`src/shared/uart_rx_consts.vh`:
```
`ifndef UART_RX_CONSTS_VH
`define UART_RX_CONSTS_VH
// Register byte addresses (word aligned)
`define ADDR_TX_STATUS_CONTROL 8'h00
`define ADDR_RX_STATUS_CONTROL 8'h04
`define ADDR_BAUD_CONTROL 8'h08
`define ADDR_BAUD_DIV_LOW 8'h0C
`define ADDR_BAUD_DIV_HIGH 8'h10
`define ADDR_TX_DATA 8'h14
`define ADDR_RX_DATA 8'h18
`define ADDR_INT_CONTROL 8'h1C
// Transmit status/control fields
`define TXS_NINE_BIT 6
`define TXS_ENABLE 5
`define TXS_SYNC 4
`define TXS_HIGH_RATE 2
`define TXS_SHIFT_EMPTY 1
`define TXS_NINTH 0
// Receive status/control fields
`define RXS_PORT_EN 7
`define RXS_NINE_BIT 6
`define RXS_RX_EN 4
`define RXS_ADDR_DET 3
`define RXS_FRAME_ERR 2
`define RXS_OVERRUN 1
`define RXS_NINTH 0
// Baud control fields
`define BDC_IDLE 6
`define BDC_RX_INV 5
`define BDC_TX_INV 4
`define BDC_WIDE 3
// Interrupt control fields
`define INT_GLOBAL 7
`define INT_PERIPH 6
`define INT_RX_EN 5
`define INT_TX_EN 4
`define INT_RX_FLAG 1
`define INT_TX_FLAG 0
// Writable masks, unimplemented bits read zero
`define TXS_WMASK 8'h75
`define RXS_WMASK 8'hD8
`define BDC_WMASK 8'h38
`define INT_WMASK 8'hF0
// Reset values
`define RESET_TXS 8'h00
`define RESET_RXS 8'h00
`define RESET_BDC 8'h00
// Oversampling ratio and centre point
`define OVERSAMPLE 5'd16
`define HALF_BIT 4'd7
`endif

```
`src/logic/uart_rx_core.v`:
```
`timescale 1ns/1ps
`include "uart_rx_consts.vh"
module uart_rx_core #(
  parameter DEPTH = 2
) (
  // Clock and reset
  input wire CORE_CLK_I,
  input wire SYS_RST_I,
  // AXI4-Lite write address and data
  input wire [7:0] AWADDR_I,
  input wire AWVALID_I,
  output wire AWREADY_O,
  input wire [31:0] WDATA_I,
  input wire [3:0] WSTRB_I,
  input wire WVALID_I,
  output wire WREADY_O,
  // AXI4-Lite write response
  output reg [1:0] BRESP_O,
  output reg BVALID_O,
  input wire BREADY_I,
  // AXI4-Lite read
  input wire [7:0] ARADDR_I,
  input wire ARVALID_I,
  output wire ARREADY_O,
  output reg [31:0] RDATA_O,
  output reg [1:0] RRESP_O,
  output reg RVALID_O,
  input wire RREADY_I,
  // Serial lines
  input wire RX_LINE_I,
  output wire TX_LINE_O,
  output wire TX_LINE_OE_O,
  // Interrupt requests
  output wire RX_IRQ_O,
  output wire TX_IRQ_O
);
  // Control registers
  reg [7:0] txs_q; // Transmit status/control
  reg [7:0] rxs_q; // Receive status/control (writable part)
  reg [7:0] bdc_q; // Baud control
  reg [7:0] div_lo_q; // Baud divisor low
  reg [7:0] div_hi_q; // Baud divisor high
  reg [7:0] intc_q; // Interrupt enables
  reg [8:0] tx_hold_q; // Transmit holding register with ninth bit
  reg tx_hold_full_q; // Holding register occupied
  // Write channel latches, taken in either order
  reg aw_got_q;
  reg w_got_q;
  reg [7:0] aw_addr_q;
  reg [31:0] w_data_q;
  reg [3:0] w_strb_q;
  wire port_en = rxs_q[`RXS_PORT_EN];
  wire sync_mode = txs_q[`TXS_SYNC];
  wire rx_active = rxs_q[`RXS_RX_EN] & ~sync_mode & port_en;
  wire tx_active = txs_q[`TXS_ENABLE] & ~sync_mode & port_en;
  // Baud tick generator: divisor width follows the wide select
  reg [15:0] brg_cnt_q;
  wire [15:0] brg_div = bdc_q[`BDC_WIDE] ? {div_hi_q, div_lo_q} : {8'h00, div_lo_q};
  wire os_tick = (brg_cnt_q == 16'h0000); // Sixteen ticks per bit
  // Baud counter reloads from the divisor each oversample tick
  always @(posedge CORE_CLK_I) begin
    if (SYS_RST_I || !port_en) begin
      brg_cnt_q <= 16'h0000;
    end else if (os_tick) begin
      brg_cnt_q <= brg_div;
    end else begin
      brg_cnt_q <= brg_cnt_q - 16'h0001;
    end
  end
  // Receive path: line is synchronous, polarity applied first
  wire rx_bit = RX_LINE_I ^ bdc_q[`BDC_RX_INV];
  reg rx_prev_q; // Previous line level for edge detect
  reg [2:0] vote_q; // Last three oversamples for majority
  wire vote_maj = (vote_q[0] & vote_q[1]) | (vote_q[1] & vote_q[2]) | (vote_q[0] & vote_q[2]);
  localparam ST_IDLE = 4'b0001;
  localparam ST_START = 4'b0010;
  localparam ST_DATA = 4'b0100;
  localparam ST_STOP = 4'b1000;
  reg [3:0] st_q;
  reg [3:0] os_cnt_q; // Oversample position within a bit
  reg [3:0] bit_cnt_q; // Data bits taken
  reg [8:0] shift_q; // Receive shift register
  reg overrun_q; // Overrun flag
  // Receive queue storage
  reg [7:0] q_data_q [0:DEPTH-1];
  reg q_ninth_q [0:DEPTH-1];
  reg q_framing_error_flag_q [0:DEPTH-1];
  reg [1:0] q_count_q;
  reg q_rd_q; // Read pointer
  reg q_wr_q; // Write pointer
  wire nine_rx = rxs_q[`RXS_NINE_BIT];
  wire [3:0] bits_needed = nine_rx ? 4'd9 : 4'd8;
  wire bit_centre = os_tick && (os_cnt_q == 4'hF);
  // Character completes at stop centre
  wire char_done = (st_q == ST_STOP) && bit_centre;
  // Address detect in nine-bit mode drops characters without ninth bit set
  wire char_keep = !(rxs_q[`RXS_ADDR_DET] && nine_rx && !shift_q[8]);
  wire q_full = (q_count_q == DEPTH);
  wire push = char_done && char_keep && !q_full;
  wire rd_data_fire; // Pop request from a data register read
  wire pop = rd_data_fire && (q_count_q != 2'd0);
  // Receive state machine: start detect, verify, sample, stop
  always @(posedge CORE_CLK_I) begin
    if (SYS_RST_I || !rx_active) begin
      st_q <= ST_IDLE;
      os_cnt_q <= 4'h0;
      bit_cnt_q <= 4'h0;
      shift_q <= 9'h000;
      rx_prev_q <= 1'b1;
      vote_q <= 3'b111;
    end else begin
      if (os_tick) begin
        rx_prev_q <= rx_bit;
        vote_q <= {vote_q[1:0], rx_bit};
      end
      case (st_q)
        ST_IDLE: begin
          // Overrun holds the receiver off
          if (os_tick && rx_prev_q && !rx_bit && !overrun_q) begin
            st_q <= ST_START;
            os_cnt_q <= 4'h0;
          end
        end
        ST_START: begin
          if (os_tick) begin
            if (os_cnt_q == `HALF_BIT) begin
              if (rx_bit) begin
                st_q <= ST_IDLE;
              end else begin
                st_q <= ST_DATA;
                bit_cnt_q <= 4'h0;
              end
              os_cnt_q <= 4'h0;
            end else begin
              os_cnt_q <= os_cnt_q + 4'h1;
            end
          end
        end
        ST_DATA: begin
          if (os_tick) begin
            os_cnt_q <= os_cnt_q + 4'h1;
            if (os_cnt_q == 4'hF) begin
              // LSB first: shift right, final bit lands at top
              if (nine_rx) begin
                shift_q <= {vote_maj, shift_q[8:1]};
              end else begin
                shift_q <= {1'b0, vote_maj, shift_q[7:1]};
              end
              bit_cnt_q <= bit_cnt_q + 4'h1;
              if (bit_cnt_q + 4'h1 == bits_needed) begin
                st_q <= ST_STOP;
              end
            end
          end
        end
        ST_STOP: begin
          if (os_tick) begin
            os_cnt_q <= os_cnt_q + 4'h1;
            if (os_cnt_q == 4'hF) begin
              st_q <= ST_IDLE;
            end
          end
        end
        default: begin
          st_q <= ST_IDLE;
        end
      endcase
    end
  end
  // Queue writes: store character, ninth bit and framing result
  always @(posedge CORE_CLK_I) begin
    if (push) begin
      // Both widths leave the first bit in bit 0, so the low byte is always [7:0]
      q_data_q[q_wr_q] <= shift_q[7:0];
      q_ninth_q[q_wr_q] <= nine_rx & shift_q[8];
      q_framing_error_flag_q[q_wr_q] <= ~vote_maj;
    end
  end
  // Queue pointers; port disable resets the queue, receive disable keeps it
  always @(posedge CORE_CLK_I) begin
    if (SYS_RST_I || !port_en) begin
      q_count_q <= 2'd0;
      q_rd_q <= 1'b0;
      q_wr_q <= 1'b0;
    end else begin
      if (push) begin
        q_wr_q <= ~q_wr_q;
      end
      if (pop) begin
        q_rd_q <= ~q_rd_q;
      end
      q_count_q <= q_count_q + {1'b0, push} - {1'b0, pop};
    end
  end
  // Overrun: third kept character with full queue; set beats clear
  always @(posedge CORE_CLK_I) begin
    if (SYS_RST_I) begin
      overrun_q <= 1'b0;
    end else if (char_done && char_keep && q_full && !pop) begin
      overrun_q <= 1'b1;
    end else if (!rxs_q[`RXS_RX_EN] || !port_en) begin
      overrun_q <= 1'b0;
    end
  end
  // Head of queue status
  wire head_framing_error_flag = (q_count_q != 2'd0) & q_framing_error_flag_q[q_rd_q];
  wire head_ninth = (q_count_q != 2'd0) & q_ninth_q[q_rd_q];
  wire rx_flag = rx_active && (q_count_q != 2'd0);
  // Transmitter: holding register feeds shifter
  reg [10:0] tsr_q; // Start, data, ninth, stop
  reg [3:0] tx_bits_q; // Bits left to send
  reg [3:0] tx_os_q; // Oversample count per bit
  reg tx_out_q; // Line level before polarity
  wire tsr_empty = (tx_bits_q == 4'h0);
  wire tx_load = tx_active && tx_hold_full_q && tsr_empty;
  wire tx_flag = tx_active && !tx_hold_full_q;
  // Shift register: start bit then data LSB first then stop
  always @(posedge CORE_CLK_I) begin
    if (SYS_RST_I || !tx_active) begin
      tsr_q <= 11'h7FF;
      tx_bits_q <= 4'h0;
      tx_os_q <= 4'h0;
      tx_out_q <= 1'b1;
    end else if (tx_load) begin
      // Ninth bit marks address in nine-bit mode
      if (txs_q[`TXS_NINE_BIT]) begin
        tsr_q <= {1'b1, tx_hold_q, 1'b0};
        tx_bits_q <= 4'd11;
      end else begin
        tsr_q <= {1'b1, 1'b1, tx_hold_q[7:0], 1'b0};
        tx_bits_q <= 4'd10;
      end
      tx_os_q <= 4'h0;
    end else if (!tsr_empty && os_tick) begin
      tx_os_q <= tx_os_q + 4'h1;
      if (tx_os_q == 4'h0) begin
        tx_out_q <= tsr_q[0];
        tsr_q <= {1'b1, tsr_q[10:1]};
      end
      if (tx_os_q == 4'hF) begin
        tx_bits_q <= tx_bits_q - 4'h1;
      end
    end
  end
  assign TX_LINE_O = tx_out_q ^ bdc_q[`BDC_TX_INV];
  assign TX_LINE_OE_O = port_en & ~sync_mode;
  // Interrupt requests
  wire gates = intc_q[`INT_GLOBAL] & intc_q[`INT_PERIPH];
  assign RX_IRQ_O = rx_flag & intc_q[`INT_RX_EN] & gates;
  assign TX_IRQ_O = tx_flag & intc_q[`INT_TX_EN] & gates;
  // AXI4-Lite write side
  assign AWREADY_O = !aw_got_q && !BVALID_O;
  assign WREADY_O = !w_got_q && !BVALID_O;
  wire [7:0] wa = AWVALID_I && AWREADY_O ? AWADDR_I : aw_addr_q;
  wire [31:0] wd = WVALID_I && WREADY_O ? WDATA_I : w_data_q;
  wire [3:0] ws = WVALID_I && WREADY_O ? WSTRB_I : w_strb_q;
  wire aw_have = aw_got_q || (AWVALID_I && AWREADY_O);
  wire w_have = w_got_q || (WVALID_I && WREADY_O);
  wire wr_fire = aw_have && w_have && !BVALID_O;
  wire wr_lane0 = wr_fire && ws[0];
  // Decode of implemented addresses
  function addr_known;
    input [7:0] a;
    begin
      addr_known = (a[1:0] == 2'b00) && (a <= `ADDR_INT_CONTROL);
    end
  endfunction
  // Write latches and response
  always @(posedge CORE_CLK_I) begin
    if (SYS_RST_I) begin
      aw_got_q <= 1'b0;
      w_got_q <= 1'b0;
      aw_addr_q <= 8'h00;
      w_data_q <= 32'h0000_0000;
      w_strb_q <= 4'h0;
      BVALID_O <= 1'b0;
      BRESP_O <= 2'b00;
    end else begin
      if (AWVALID_I && AWREADY_O) begin
        aw_addr_q <= AWADDR_I;
      end
      if (WVALID_I && WREADY_O) begin
        w_data_q <= WDATA_I;
        w_strb_q <= WSTRB_I;
      end
      if (wr_fire) begin
        aw_got_q <= 1'b0;
        w_got_q <= 1'b0;
        BVALID_O <= 1'b1;
        BRESP_O <= addr_known(wa) ? 2'b00 : 2'b10;
      end else begin
        aw_got_q <= aw_have;
        w_got_q <= w_have;
        if (BVALID_O && BREADY_I) begin
          BVALID_O <= 1'b0;
        end
      end
    end
  end

  // Register writes; flags are read-only so masks exclude them
  always @(posedge CORE_CLK_I) begin
    if (SYS_RST_I) begin
      txs_q <= `RESET_TXS;
      rxs_q <= `RESET_RXS;
      bdc_q <= `RESET_BDC;
      div_lo_q <= 8'h00;
      div_hi_q <= 8'h00;
      intc_q <= 8'h00;
      tx_hold_q <= 9'h000;
      tx_hold_full_q <= 1'b0;
    end else begin
      if (tx_load) begin
        tx_hold_full_q <= 1'b0;
      end
      if (wr_lane0) begin
        case (wa)
          `ADDR_TX_STATUS_CONTROL: txs_q <= wd[7:0] & `TXS_WMASK;
          `ADDR_RX_STATUS_CONTROL: rxs_q <= wd[7:0] & `RXS_WMASK;
          `ADDR_BAUD_CONTROL: bdc_q <= wd[7:0] & `BDC_WMASK;
          `ADDR_BAUD_DIV_LOW: div_lo_q <= wd[7:0];
          `ADDR_BAUD_DIV_HIGH: div_hi_q <= wd[7:0];
          `ADDR_INT_CONTROL: intc_q <= wd[7:0] & `INT_WMASK;
          `ADDR_TX_DATA: begin
            // Ninth bit taken from control as written earlier
            tx_hold_q <= {txs_q[`TXS_NINTH], wd[7:0]};
            tx_hold_full_q <= tx_active;
          end
          default: begin
          end
        endcase
      end
    end
  end

  // AXI4-Lite read side, one-cycle answer
  assign ARREADY_O = !RVALID_O;
  wire rd_fire = ARVALID_I && ARREADY_O;
  assign rd_data_fire = rd_fire && (ARADDR_I == `ADDR_RX_DATA);

  // Read value assembly; unimplemented bits are zero
  reg [7:0] rd_val;
  always @* begin
    rd_val = 8'h00;
    case (ARADDR_I)
      `ADDR_TX_STATUS_CONTROL: rd_val = txs_q | {6'h00, tsr_empty, 1'b0};
      `ADDR_RX_STATUS_CONTROL:
        rd_val = rxs_q | {5'h00, head_framing_error_flag, overrun_q, head_ninth};
      `ADDR_BAUD_CONTROL: rd_val = bdc_q | {1'b0, (st_q == ST_IDLE), 6'h00};
      `ADDR_BAUD_DIV_LOW: rd_val = div_lo_q;
      `ADDR_BAUD_DIV_HIGH: rd_val = div_hi_q;
      `ADDR_RX_DATA: rd_val = (q_count_q != 2'd0) ? q_data_q[q_rd_q] : 8'h00;
      `ADDR_INT_CONTROL: rd_val = intc_q | {6'h00, rx_flag, tx_flag};
      default: rd_val = 8'h00;
    endcase
  end

  // Read data register and response
  always @(posedge CORE_CLK_I) begin
    if (SYS_RST_I) begin
      RVALID_O <= 1'b0;
      RDATA_O <= 32'h0000_0000;
      RRESP_O <= 2'b00;
    end else if (rd_fire) begin
      RVALID_O <= 1'b1;
      RDATA_O <= {24'h00_0000, rd_val};
      RRESP_O <= addr_known(ARADDR_I) ? 2'b00 : 2'b10;
    end else if (RVALID_O && RREADY_I) begin
      RVALID_O <= 1'b0;
    end
  end

endmodule // uart_rx_core

```
`config.mk`:
```
export PLATFORM = sky130hd
export DESIGN_NAME = uart_rx_core
export DESIGN_NICKNAME = d
export VERILOG_FILES = /design/src/logic/uart_rx_core.v
export VERILOG_INCLUDE_DIRS = /design/src /design/src/shared
export SDC_FILE = /design/constraint.sdc
export NUM_CORES = 1
export LEC_CHECK = 0
export BUFFER_PORTS_ARGS = -buffer_cell sky130_fd_sc_hd__buf_4
export CELL_PAD_IN_SITES_DETAIL_PLACEMENT = 0
export CELL_PAD_IN_SITES_GLOBAL_PLACEMENT = 1
export CORE_UTILIZATION = 48
export CTS_BUF_LIST = sky130_fd_sc_hd__clkbuf_8 sky130_fd_sc_hd__clkbuf_16
export CTS_CLUSTER_DIAMETER = 150
export CTS_CLUSTER_SIZE = 24
export DETAILED_ROUTE_END_ITERATION = 10
export PLACE_DENSITY_LB_ADDON = 0.15
export SYNTH_ARGS = -nofsm -noshare
export SYNTH_HDL_FRONTEND = slang
export SYNTH_SLANG_ARGS = --single-unit
```
`constraint.sdc`:
```
create_clock -name CORE_CLK_I -period 7.6 [get_ports CORE_CLK_I]
set_input_delay 0.38 -clock CORE_CLK_I [delete_from_list [all_inputs] [get_ports CORE_CLK_I]]
set_output_delay 0.38 -clock CORE_CLK_I [all_outputs]
set_load 0.1 [all_outputs]
```
* After elaboration in Yosys (flattened, before gate mapping)
Memories as Yosys holds them, arrays and structs flattened. A register that Yosys moved wholly into a read port is not among the register bits. Cells that the tools add are included. Widths: inputs -> output; s select.
Word-level totals: register bits 141, bits in writable memories 20, output and inout bits 45, logic and storage cells 247, memories kept 3
Operators by class: add/sub/neg operators 7, magnitude comparators 2, equality and inequality tests 31, multiplexer cells 57, bitwise gates (word level) 29, reductions and logical operators 85
Memories:
- q_data_q | words 2, width 8, read ports 1, clocked after Yosys merged registers in 1, wr ports 1, line uart_rx_core.v:85 | reg [7:0] q_data_q [0:DEPTH-1];
- q_framing_error_flag_q | words 2, width 1, read ports 1, clocked after Yosys merged registers in 1, wr ports 1, line uart_rx_core.v:87 | reg q_framing_error_flag_q [0:DEPTH-1];
- q_ninth_q | words 2, width 1, read ports 1, clocked after Yosys merged registers in 1, wr ports 1, line uart_rx_core.v:86 | reg q_ninth_q [0:DEPTH-1];
Operators with widths (number):
- $mux 4 | 20
- $pmux 8 s7 | 1
- $eq 8x5->1 const B | 6
- $mux 11 | 3
- $eq 8x4->1 const B | 4
- $mux 16 | 2
- $logic_and 1x1->1 | 30
- $mux 8 | 3
- $mux 1 | 20
- $ne 2x2->1 const B | 9
- $reduce_and 2->1 | 9
- $and 1x1->1 | 16
- $eq 8x3->1 const B | 2
- $le 8x5->1 const B | 2
- $logic_not 1->1 | 16
- $logic_not 16->1 | 1
- $logic_not 8->1 | 2
- $pmux 4 s4 | 1
- $reduce_bool 2->1 | 8
- $sub 16x1->16 const B | 1
- $add 4x1->4 const B | 3
- $eq 4x4->1 const B | 3
- $pmux 4 s3 | 1
- $mux 10 | 1
- 29 further kinds | 47

* Longest topological paths before layout
Gate-level depths: netlist (run 1).
depth after elaboration 8, depth in mapped cells 11, gate-level depth less buffers 11

* Worst setup path before layout (run 1)
Ideal clock, no wire load.
path type reg2out, start register rxs_q[7], end output TX_IRQ_O, arrival time 3.792 ns, data required time 7.220 ns, setup slack 3.428 ns, cell stages (with the launch flop) 5, path buffers 1, cells stage by stage dfxtp_1 nor2b_1 clkbuf_1 nand2_1 nor3_1
Between the ends: longest elaborated chain between the ends 4
RTL lines:
- from (decl) | line uart_rx_core.v:39 | reg [7:0] rxs_q;
- from (signal assigned) | line uart_rx_core.v:305 | rxs_q <= `RESET_RXS;
- from (signal assigned) | line uart_rx_core.v:319 | `ADDR_RX_STATUS_CONTROL: rxs_q <= wd[7:0] & `RXS_WMASK;
- $and 1x1->1 | line uart_rx_core.v:55 | wire tx_active = txs_q[`TXS_ENABLE] & ~sync_mode & port_en;
- $logic_and 1x1->1 | line uart_rx_core.v:216 | wire tx_flag = tx_active && !tx_hold_full_q;
- $and 1x1->1 (2 in a row) | line uart_rx_core.v:250 | assign TX_IRQ_O = tx_flag & intc_q[`INT_TX_EN] & gates;
- to (decl) | line uart_rx_core.v:35 | output wire TX_IRQ_O
Every way passes these cells.

* Final worst setup path (run 1)
start register brg_cnt_q[0], end memory q_data_q[0][4], enable pin
Between the ends: longest elaborated chain between the ends 7
RTL lines:
- from (decl) | line uart_rx_core.v:57 | reg [15:0] brg_cnt_q;
- from (signal assigned) | line uart_rx_core.v:65 | brg_cnt_q <= brg_div;
- from (signal assigned) | line uart_rx_core.v:67 | brg_cnt_q <= brg_cnt_q - 16'h0001;
- $logic_not 16->1 | line uart_rx_core.v:59 | wire os_tick = (brg_cnt_q == 16'h0000);
- $logic_and 1x1->1 | line uart_rx_core.v:93 | wire bit_centre = os_tick && (os_cnt_q == 4'hF);
- $logic_and 1x1->1 | line uart_rx_core.v:95 | wire char_done = (st_q == ST_STOP) && bit_centre;
- $logic_and 1x1->1 (2 in a row) | line uart_rx_core.v:99 | wire push = char_done && char_keep && !q_full;
- $mux 1 | line uart_rx_core.v:172 | if (push) begin
- $mux 1 (not written as such) | line uart_rx_core.v:174 | q_data_q[q_wr_q] <= shift_q[7:0];
- to (decl) | line uart_rx_core.v:85
Every way passes these cells.

==> results.txt, run 1 <==
----------------------------------------------------
[Route]
  Post-DRT Antenna Nets ... 0
  Met3 wire length ... 602 µm
  Iter 0 DRT Violations ... 253
  Final wirelength ... 17800 µm
  DR WL met2 ... 8830 µm
  Total via count in the routed design ... 5857
  Residual DRC ... 0
  Routed wire per std cell ... 16.6 µm
  DRT met1 WL ... 8210 µm
  Vias per Instance ... 5.45
  Highest routing layer actually used ... met4
  Detailed Routing Iterations Pass 1 ... 5

[Global routing]
  Via count of the first global-routing pass ... 5399
  Global-route wire length before repair ... 28100 µm
  GRT overflow ... 0
  Number of antenna violations at the first check in global routing ... 0
  Largest net degree at the start of global routing ... 74
  All-Layer GR Usage ... 0.219

[Placed design]
  Pre-CTS setup slack ... 4250 ps
  Number of port buffers ... 51
  Post-DP HPWL ... 12600 µm
  Routability cong. ... 0.802

[Timing]
  Fin Clk Skew ... 7.65 ps
  Fin crit period ... 3370 ps
  Setup repair after global routing missed its margin ... no
  Smallest setup slack after layout ... 4230 ps
  Final worst-path cycle share ... 0.443
  Number of pins with negative max-slew slack in the final report ... 0
  Maximum clock rate ... 297 MHz
  Final count of negative-setup-slack endpoints ... 0
  Final hold viol count ... 0
  Accumulated negative setup slack ... 0 ps
  Worst hold margin ... 136 ps
  Actual slew at the worst max-slew pin ... 1030 ps
  Worst-case headroom to the max-slew limit ... 0.311

[Setup path]
  Arrival time of data at the critical path endpoint ... 3410 ps
  Critical path class ... flop to flop
  Required time at the worst-slack endpoint ... 7650 ps
  CP startpoint kind ... flop
  Path depth of the worst reg2reg path ... 7
  Stage delay of the slowest cell on the critical path ... 750 ps
  Cell class contributing the biggest share of worst-path delay ... simple AND/OR/NAND/NOR gates
  Slowest-stage cell, CP ... nor2b_1
  Max Fanout on Critical Path ... 10
  Crit path depth ... 7
  FF-to-FF setup slack ... 4230 ps
  Kind of end point of the critical path ... flop
  Cell Chain, Critical Path ... inv_1 > ha_1 > nor4b_4 > nand4_2 > nor4_1 > and2_1 > nor2b_1
  Worst Path Buf+Inv ... 1

[Finish]
  Diode insertion count for antenna repair ... 0
  Post-layout util ... 0.550
  Relative area change from synthesis to final layout ... 12.1%
  Net count reported at finish ... 913
  Share of cells above drive strength 1 ... 0.161
  Count of fill cells added during filler insertion ... 1413

[CTS]
  Clock sink total ... 158
  CTS tree ... yes
  Hold-fix buffers at CTS ... 0
  Library cell used as clock root buffer ... clkbuf_16
  Setup fix buffers added after clock tree synthesis ... 0
  Maximum buffer depth of the clock tree ... 2
  Number of buffers created by CTS ... 17
  Clock latency on the worst-skew pair ... 420 ps
  Clk pin slew, worst setup/hold paths ... 60 ps
  Number of cells upsized or downsized after cts ... 0
  CTS H-tree lvls ... 4

[Synth]
  Gate count of the mapped netlist ... 816
  Xor and xnor fraction of the mapped netlist area ... 0.0260
  Synthesized flop and latch total ... 158
  Synth cell types ... 75
  Synth Warn # ... 0
  Sequential fraction of the synthesis area ... 0.433
  Largest area contributor in the synthesized netlist ... dfxtp_1
  Synth area leaders ... dfxtp_1 (36%), mux2i_1 (11%), edfxtp_1 (7.7%), nand2b_1 (3.9%), nor2_1 (3.2%)
  Synth top area share ... 0.356
  Share of synthesized cell area in full adder, half adder and majority cells ... 0.0129
  Post-synthesis average cell area ... 9.51 µm²
  Commonest register cell after synthesis ... dfxtp_1
  Most frequent cells after synthesis ... dfxtp_1 (138), mux2i_1 (85), nor2_1 (66), nand2_1 (65), nand2b_1 (49)
  Proportion of register bits with asynchronous set or reset after synthesis ... 0
  Number of flops mapped to enable cells by yosys ... 20
  Simple-gate share of the synthesized area ... 0.228
  Syn Std Cell Area ... 0.00776 mm²
  Share of synthesized area spent on multiplexers ... 0.134
  Main combinational cell family by area after synthesis ... simple AND/OR/NAND/NOR gates
  Most instantiated library cell after synthesis ... dfxtp_1
  Compound-cell area share of the yosys netlist ... 0.103

[Die]
  Number of cell rows ... 46
  Total I/O pin count ... 105
  Die Ht ... 129 µm
  Die span in x ... 129 µm
  Die ar. ... 0.0167 mm²
  Core Footprint ... 0.0158 mm²
  Initial Util ... 0.490

[Power]
  Peak supply drop ... 0.158 mV
  Leakage dissipation ... 0.00344 µW
  Power density cells ... 212 mW/mm²

[Outcome]
  Run status ... finished, final reports clean

[Hold path]
  Tightest Hold Check Type ... input pin to flop
  Number of cells traversed by the worst hold path ... 2

[Job]
  Number of max-cap violations ... 0

----------------------------------------------------
==> state kept, by name, indices dropped and copies added, names as in the netlist, 8 cells and up, named ones only <==
| name | count |
|---|---|
| w_data_q | 8 |
| tx_hold_q | 9 |
| brg_cnt_q | 16 |
| tsr_q | 10 |
| RDATA_O | 8 |
| q_data_q | 16 |
| div_lo_q | 8 |
| shift_q | 9 |
| aw_addr_q | 8 |
| div_hi_q | 8 |
==> power breakdown <==
part	switching, µW	internal [µW]
logic	147	47.0
registers	6.47	854
clock network	345	449
==> stage by stage <==
| step | cell area (µm²) | instances | total power, µW |
|---|---|---|---|
| after detailed placement | 8160 | 1042 | 1070 |
| final | 8700 | 1074 | 1850 |
| after floorplan | 7860 | 841 | 1050 |
| after global routing | 8700 | 1074 | 1910 |
| after global placement | 8160 | 1042 | 1070 |
| after CTS | 8700 | 1074 | 1870 |
==> worst paths after layout <==
path	from	end
max	brg_cnt_q[0]	q_data_q[0][4]
min	RREADY_I	RVALID_O
max reg2reg	brg_cnt_q[0]	q_data_q[0][4]
min reg2reg	shift_q[0]	q_data_q[1][0]
==> worst register-to-register path: cells and delay by family, from the launching register on <==
kind	cells	cell delay, ps
fa+ha+maj	1	250
simple gates	5	2320
buf+inv	1	70
flops	1	360
==> cell type report <==
cell class                 instances  area, µm²  area share
multi-input combinational        588       4010       0.461
sequential                       158       3360       0.386
clock buffer                      17        425      0.0489
timing repair buffer              56        420      0.0483
tap                              216        270      0.0311
clock inverter                    15        123      0.0141
inverter                          24       90.1      0.0104
==> metal layers <==
metal / up-vias / track usage
met3: 13 / 0.0380
met5: - / 0
li1: 2908 / -
met4: 0 / 0.0623
met1: 2831 / 0.280
met2: 105 / 0.379
==> cell usage in the layout, fill, tap and decap left out, types with 8 or more instances in the layout <==
cell type | synthesis | layout
nand4_1 | 12 | 12
or2_2 | 10 | 10
nor2b_1 | 8 | 8
xnor2_1 | 13 | 13
xor2_1 | 10 | 10
edfxtp_1 | 20 | 20
buf_4 | 30 | 56
o21ai_0 | 24 | 24
mux2_2 | 15 | 15
nor2_1 | 66 | 66
dfxtp_1 | 138 | 138
clkbuf_16 | 0 | 17
inv_1 | 24 | 25
nor3_1 | 21 | 21
a21oi_1 | 34 | 34
nand2b_1 | 49 | 49
nand2_1 | 65 | 65
mux2i_1 | 85 | 85
conb_1 | 1 | 26
ha_1 | 8 | 8
a211oi_1 | 16 | 16
nand3_1 | 20 | 20
==> logic make-up (layout without fill, tap and decap cells) <==
family / count (synthesis) / count (layout)
AO/OA/AOI/OAI: 119 / 119
XOR/XNOR: 23 / 23
adder cells (fa/ha/maj): 8 / 8
buffers and inverters: 95 / 112
flip-flops: 158 / 158
multiplexers: 101 / 101
other: 1 / 26
AND/OR/NAND/NOR: 311 / 311
(Power assumes the default switching activity.)
==> run 2, diff against run 1 <==
--- a/config.mk
+++ b/config.mk
@@ -6,10 +6,11 @@
 export SDC_FILE = /design/constraint.sdc
 export NUM_CORES = 1
 export LEC_CHECK = 0
+export ABC_AREA = 1
 export BUFFER_PORTS_ARGS = -buffer_cell sky130_fd_sc_hd__buf_4
 export CELL_PAD_IN_SITES_DETAIL_PLACEMENT = 0
 export CELL_PAD_IN_SITES_GLOBAL_PLACEMENT = 1
-export CORE_UTILIZATION = 48
+export CORE_UTILIZATION = 37
 export CTS_BUF_LIST = sky130_fd_sc_hd__clkbuf_8 sky130_fd_sc_hd__clkbuf_16
 export CTS_CLUSTER_DIAMETER = 150
 export CTS_CLUSTER_SIZE = 24
==> constraint.sdc (replaced) <==
create_clock -name CORE_CLK_I -period 2.75 [get_ports CORE_CLK_I]
set_input_delay 0.1375 -clock CORE_CLK_I [delete_from_list [all_inputs] [get_ports CORE_CLK_I]]
set_output_delay 0.1375 -clock CORE_CLK_I [all_outputs]
set_load 0.1 [all_outputs]
==> run 2 against run 1 <==
Compared with the run above:
- sequential power grew to 2.8 times the previous value
- critical path type unchanged
- synthesized cell count grew 34%
- flip-flop and latch count did not move
- core utilization is 11 points lower
- combinational power increased to 4.1 times the previous value
- maximum frequency rose by 45%
- total power increased to 3.0 times the previous value
- worst setup slack got worse by 3800 ps
==> results.txt, run 2 <==
----------------------------------------------------
[Outcome]
  Run status ... finished, final reports clean

[Global routing]
  GRT overflow ... 0 (unchanged)
  Largest net degree at the start of global routing ... 41 (-45%)
  All-Layer GR Usage ... 0.191 (-0.0278)
  Global-route wire length before repair ... 32100 µm (+14%)
  Via count of the first global-routing pass ... 6146 (+14%)
  Number of antenna violations at the first check in global routing ... 0 (unchanged)

[Timing]
  Accumulated negative setup slack ... 0 ps (unchanged)
  Final hold viol count ... 0 (unchanged)
  Number of pins with negative max-slew slack in the final report ... 0 (unchanged)
  Final count of negative-setup-slack endpoints ... 0 (unchanged)
  Fin Clk Skew ... 9.81 ps (+2.16 ps)
  Final worst-path cycle share ... 0.844 (+0.401)
  Fin crit period ... 2320 ps (-1050 ps)
  Worst hold margin ... 11.3 ps (-124 ps)
  Worst-case headroom to the max-slew limit ... 0.470 (+0.159)
  Actual slew at the worst max-slew pin ... 790 ps (-239 ps)
  Maximum clock rate ... 431 MHz (+45%)
  Setup repair after global routing missed its margin ... no

[Synth]
  Most instantiated library cell after synthesis ... nand2_1
  Proportion of register bits with asynchronous set or reset after synthesis ... 0 (unchanged)
  Largest area contributor in the synthesized netlist ... dfxtp_1
  Synth area leaders ... dfxtp_1 (36%), nand2_1 (13%), nor2_1 (9.7%), edfxtp_1 (7.8%), inv_1 (5.7%)
  Syn Std Cell Area ... 0.00773 mm² (-0.42%)
  Synthesized flop and latch total ... 158 (unchanged)
  Synth top area share ... 0.357 (+0.00150)
  Number of flops mapped to enable cells by yosys ... 20 (unchanged)
  Sequential fraction of the synthesis area ... 0.435 (+0.00182)
  Gate count of the mapped netlist ... 1096 (+34%)
  Commonest register cell after synthesis ... dfxtp_1
  Post-synthesis average cell area ... 7.05 µm² (-26%)
  Synth cell types ... 48 (-36%)
  Most frequent cells after synthesis ... nand2_1 (264), nor2_1 (200), dfxtp_1 (138), inv_1 (118), nand3_1 (60)
  Synth Warn # ... 0 (unchanged)

[Hold path]
  Tightest Hold Check Type ... input pin to flop
  Number of cells traversed by the worst hold path ... 3 (+1)

[Route]
  Vias per Instance ... 4.66 (-15%)
  Total via count in the routed design ... 6740 (+15%)
  Routed wire per std cell ... 13.5 µm (-19%)
  Post-DRT Antenna Nets ... 0 (unchanged)
  Residual DRC ... 0 (unchanged)
  Iter 0 DRT Violations ... 319 (+26%)
  Detailed Routing Iterations Pass 1 ... 5 (unchanged)
  Final wirelength ... 19500 µm (+9.8%)

[Setup path]
  Kind of end point of the critical path ... flop
  Critical path class ... flop to flop
  Required time at the worst-slack endpoint ... 3070 ps (-4580 ps)
  Path depth of the worst reg2reg path ... 14 (+7)
  CP startpoint kind ... flop
  Arrival time of data at the critical path endpoint ... 2640 ps (-770 ps)
  Max Fanout on Critical Path ... 5 (-5)

[Die]
  Die span in x ... 147 µm (+13%)
  Total I/O pin count ... 105 (unchanged)
  Number of cell rows ... 52 (+13%)
  Core Footprint ... 0.0204 mm² (+29%)
  Die ar. ... 0.0215 mm² (+29%)
  Die Ht ... 147 µm (+13%)
  Initial Util ... 0.380 (-0.111)

[CTS]
  Clock latency on the worst-skew pair ... 430 ps (about the same)
  Clock sink total ... 158 (unchanged)
  Number of buffers created by CTS ... 17 (unchanged)
  Setup fix buffers added after clock tree synthesis ... 0 (unchanged)
  Library cell used as clock root buffer ... clkbuf_16
  Number of cells upsized or downsized after cts ... 0 (unchanged)
  Clk pin slew, worst setup/hold paths ... 70 ps (about the same)
  Hold-fix buffers at CTS ... 5 (+5)
  Maximum buffer depth of the clock tree ... 2 (unchanged)
  CTS tree ... yes
  CTS H-tree lvls ... 4 (unchanged)

[Finish]
  Diode insertion count for antenna repair ... 0 (unchanged)
  Share of cells above drive strength 1 ... 0.124 (-0.0368)
  Regs by FF count ... brg_cnt_q (16), q_data_q (16), tsr_q (10)
  Net count reported at finish ... 1232 (+35%)
  Post-layout util ... 0.443 (-0.107)
  Leading cell types in the layout, fill and taps excluded ... nand2_1 (264), nor2_1 (197), dfxtp_1 (136)
  Relative area change from synthesis to final layout ... 16.7%
  Commonest non-fill, non-tap cell in the layout ... nand2_1

[Power]
  Peak supply drop ... 0.405 mV (+160%)
  Leakage dissipation ... 0.00399 µW (+16%)
  Power density cells ... 616 mW/mm² (+190%)
  Total design power ... 5560 µW (+200%)

[Placed design]
  Post-DP HPWL ... 14300 µm (+13%)
  Routability cong. ... 0.811 (+1.1%)
  Number of port buffers ... 51 (unchanged)

[Job]
  Number of max-cap violations ... 0 (unchanged)

----------------------------------------------------
## run 2: cell types whose count changed after synthesis, moves of 23 or more
| cell | delta |
|---|---|
| a21oi_1 | +23 |
| inv_1 | +94 |
| mux2i_1 | -84 |
| nand2_1 | +199 |
| nand2b_1 | -49 |
| nand3_1 | +40 |
| nor2_1 | +134 |
| o21ai_0 | +24 |
## run 2: worst max-delay path, cell delays in order (launching register included)
cell	delay [ps]
dfxtp_1	320
inv_1	80
ha_1	200
nand2_1	160
nor2_4	190
nand4_1	210
inv_1	150
nand3b_1	150
nand2_1	150
nand2_1	70
ha_1	190
xnor2_1	170
nand2_1	70
nand2_1	50
nor2_1	40
## run 2: power by group
group	internal, µW	switching (µW)
combinational	183	620
clock	1280	1070
sequential	2380	27.5
## run 2: layout make-up
class                           count  area [µm²]
Fill cell                        2172       11300
Multi-Input combinational cell    783        3670
Sequential cell                   158        3370
Timing Repair Buffer               77         591
Inverter                          127         480
Clock buffer                       17         425
Tap cell                          270         338
Clock inverter                     15         150
## run 2: cells by family after synthesis
family,synth area share
muxes,0.00130
other,0.000485
and+or+nand+nor,0.325
DFF,0.435
adders and majority gates,0.0130
AOI/OAI and AO/OA,0.107
buffers and inverters,0.103
xor gates and xnor gates,0.0147
## run 2: path summary, 6_finish.rpt
kind / slack (ps) / end / startpoint
worst max-delay path: 430 / q_count_q[1] / brg_cnt_q[0]
worst min-delay path: 10 / aw_addr_q[5] / AWADDR_I[5]
worst max register to register: 430 / q_count_q[1] / brg_cnt_q[0]
worst min register to register: 460 / q_data_q[1][5] / shift_q[5]
## run 2: per-layer routing
layer,track usage,up-vias,wire (µm)
met5,0,-,0
met4,0.0620,0,248
met3,0.0388,19,714
met2,0.290,120,8380
met1,0.271,3024,10200
li1,-,3577,-
## run 2: through the flow
step / setup WS, ps / area (µm²) / cells
after floorplan: 112 / 7840 / 1121
after global placement: 378 / 8400 / 1410
after detailed placement: 352 / 8400 / 1410
after CTS: 438 / 9020 / 1447
after global routing: 179 / 9020 / 1447
final: 430 / 9020 / 1447
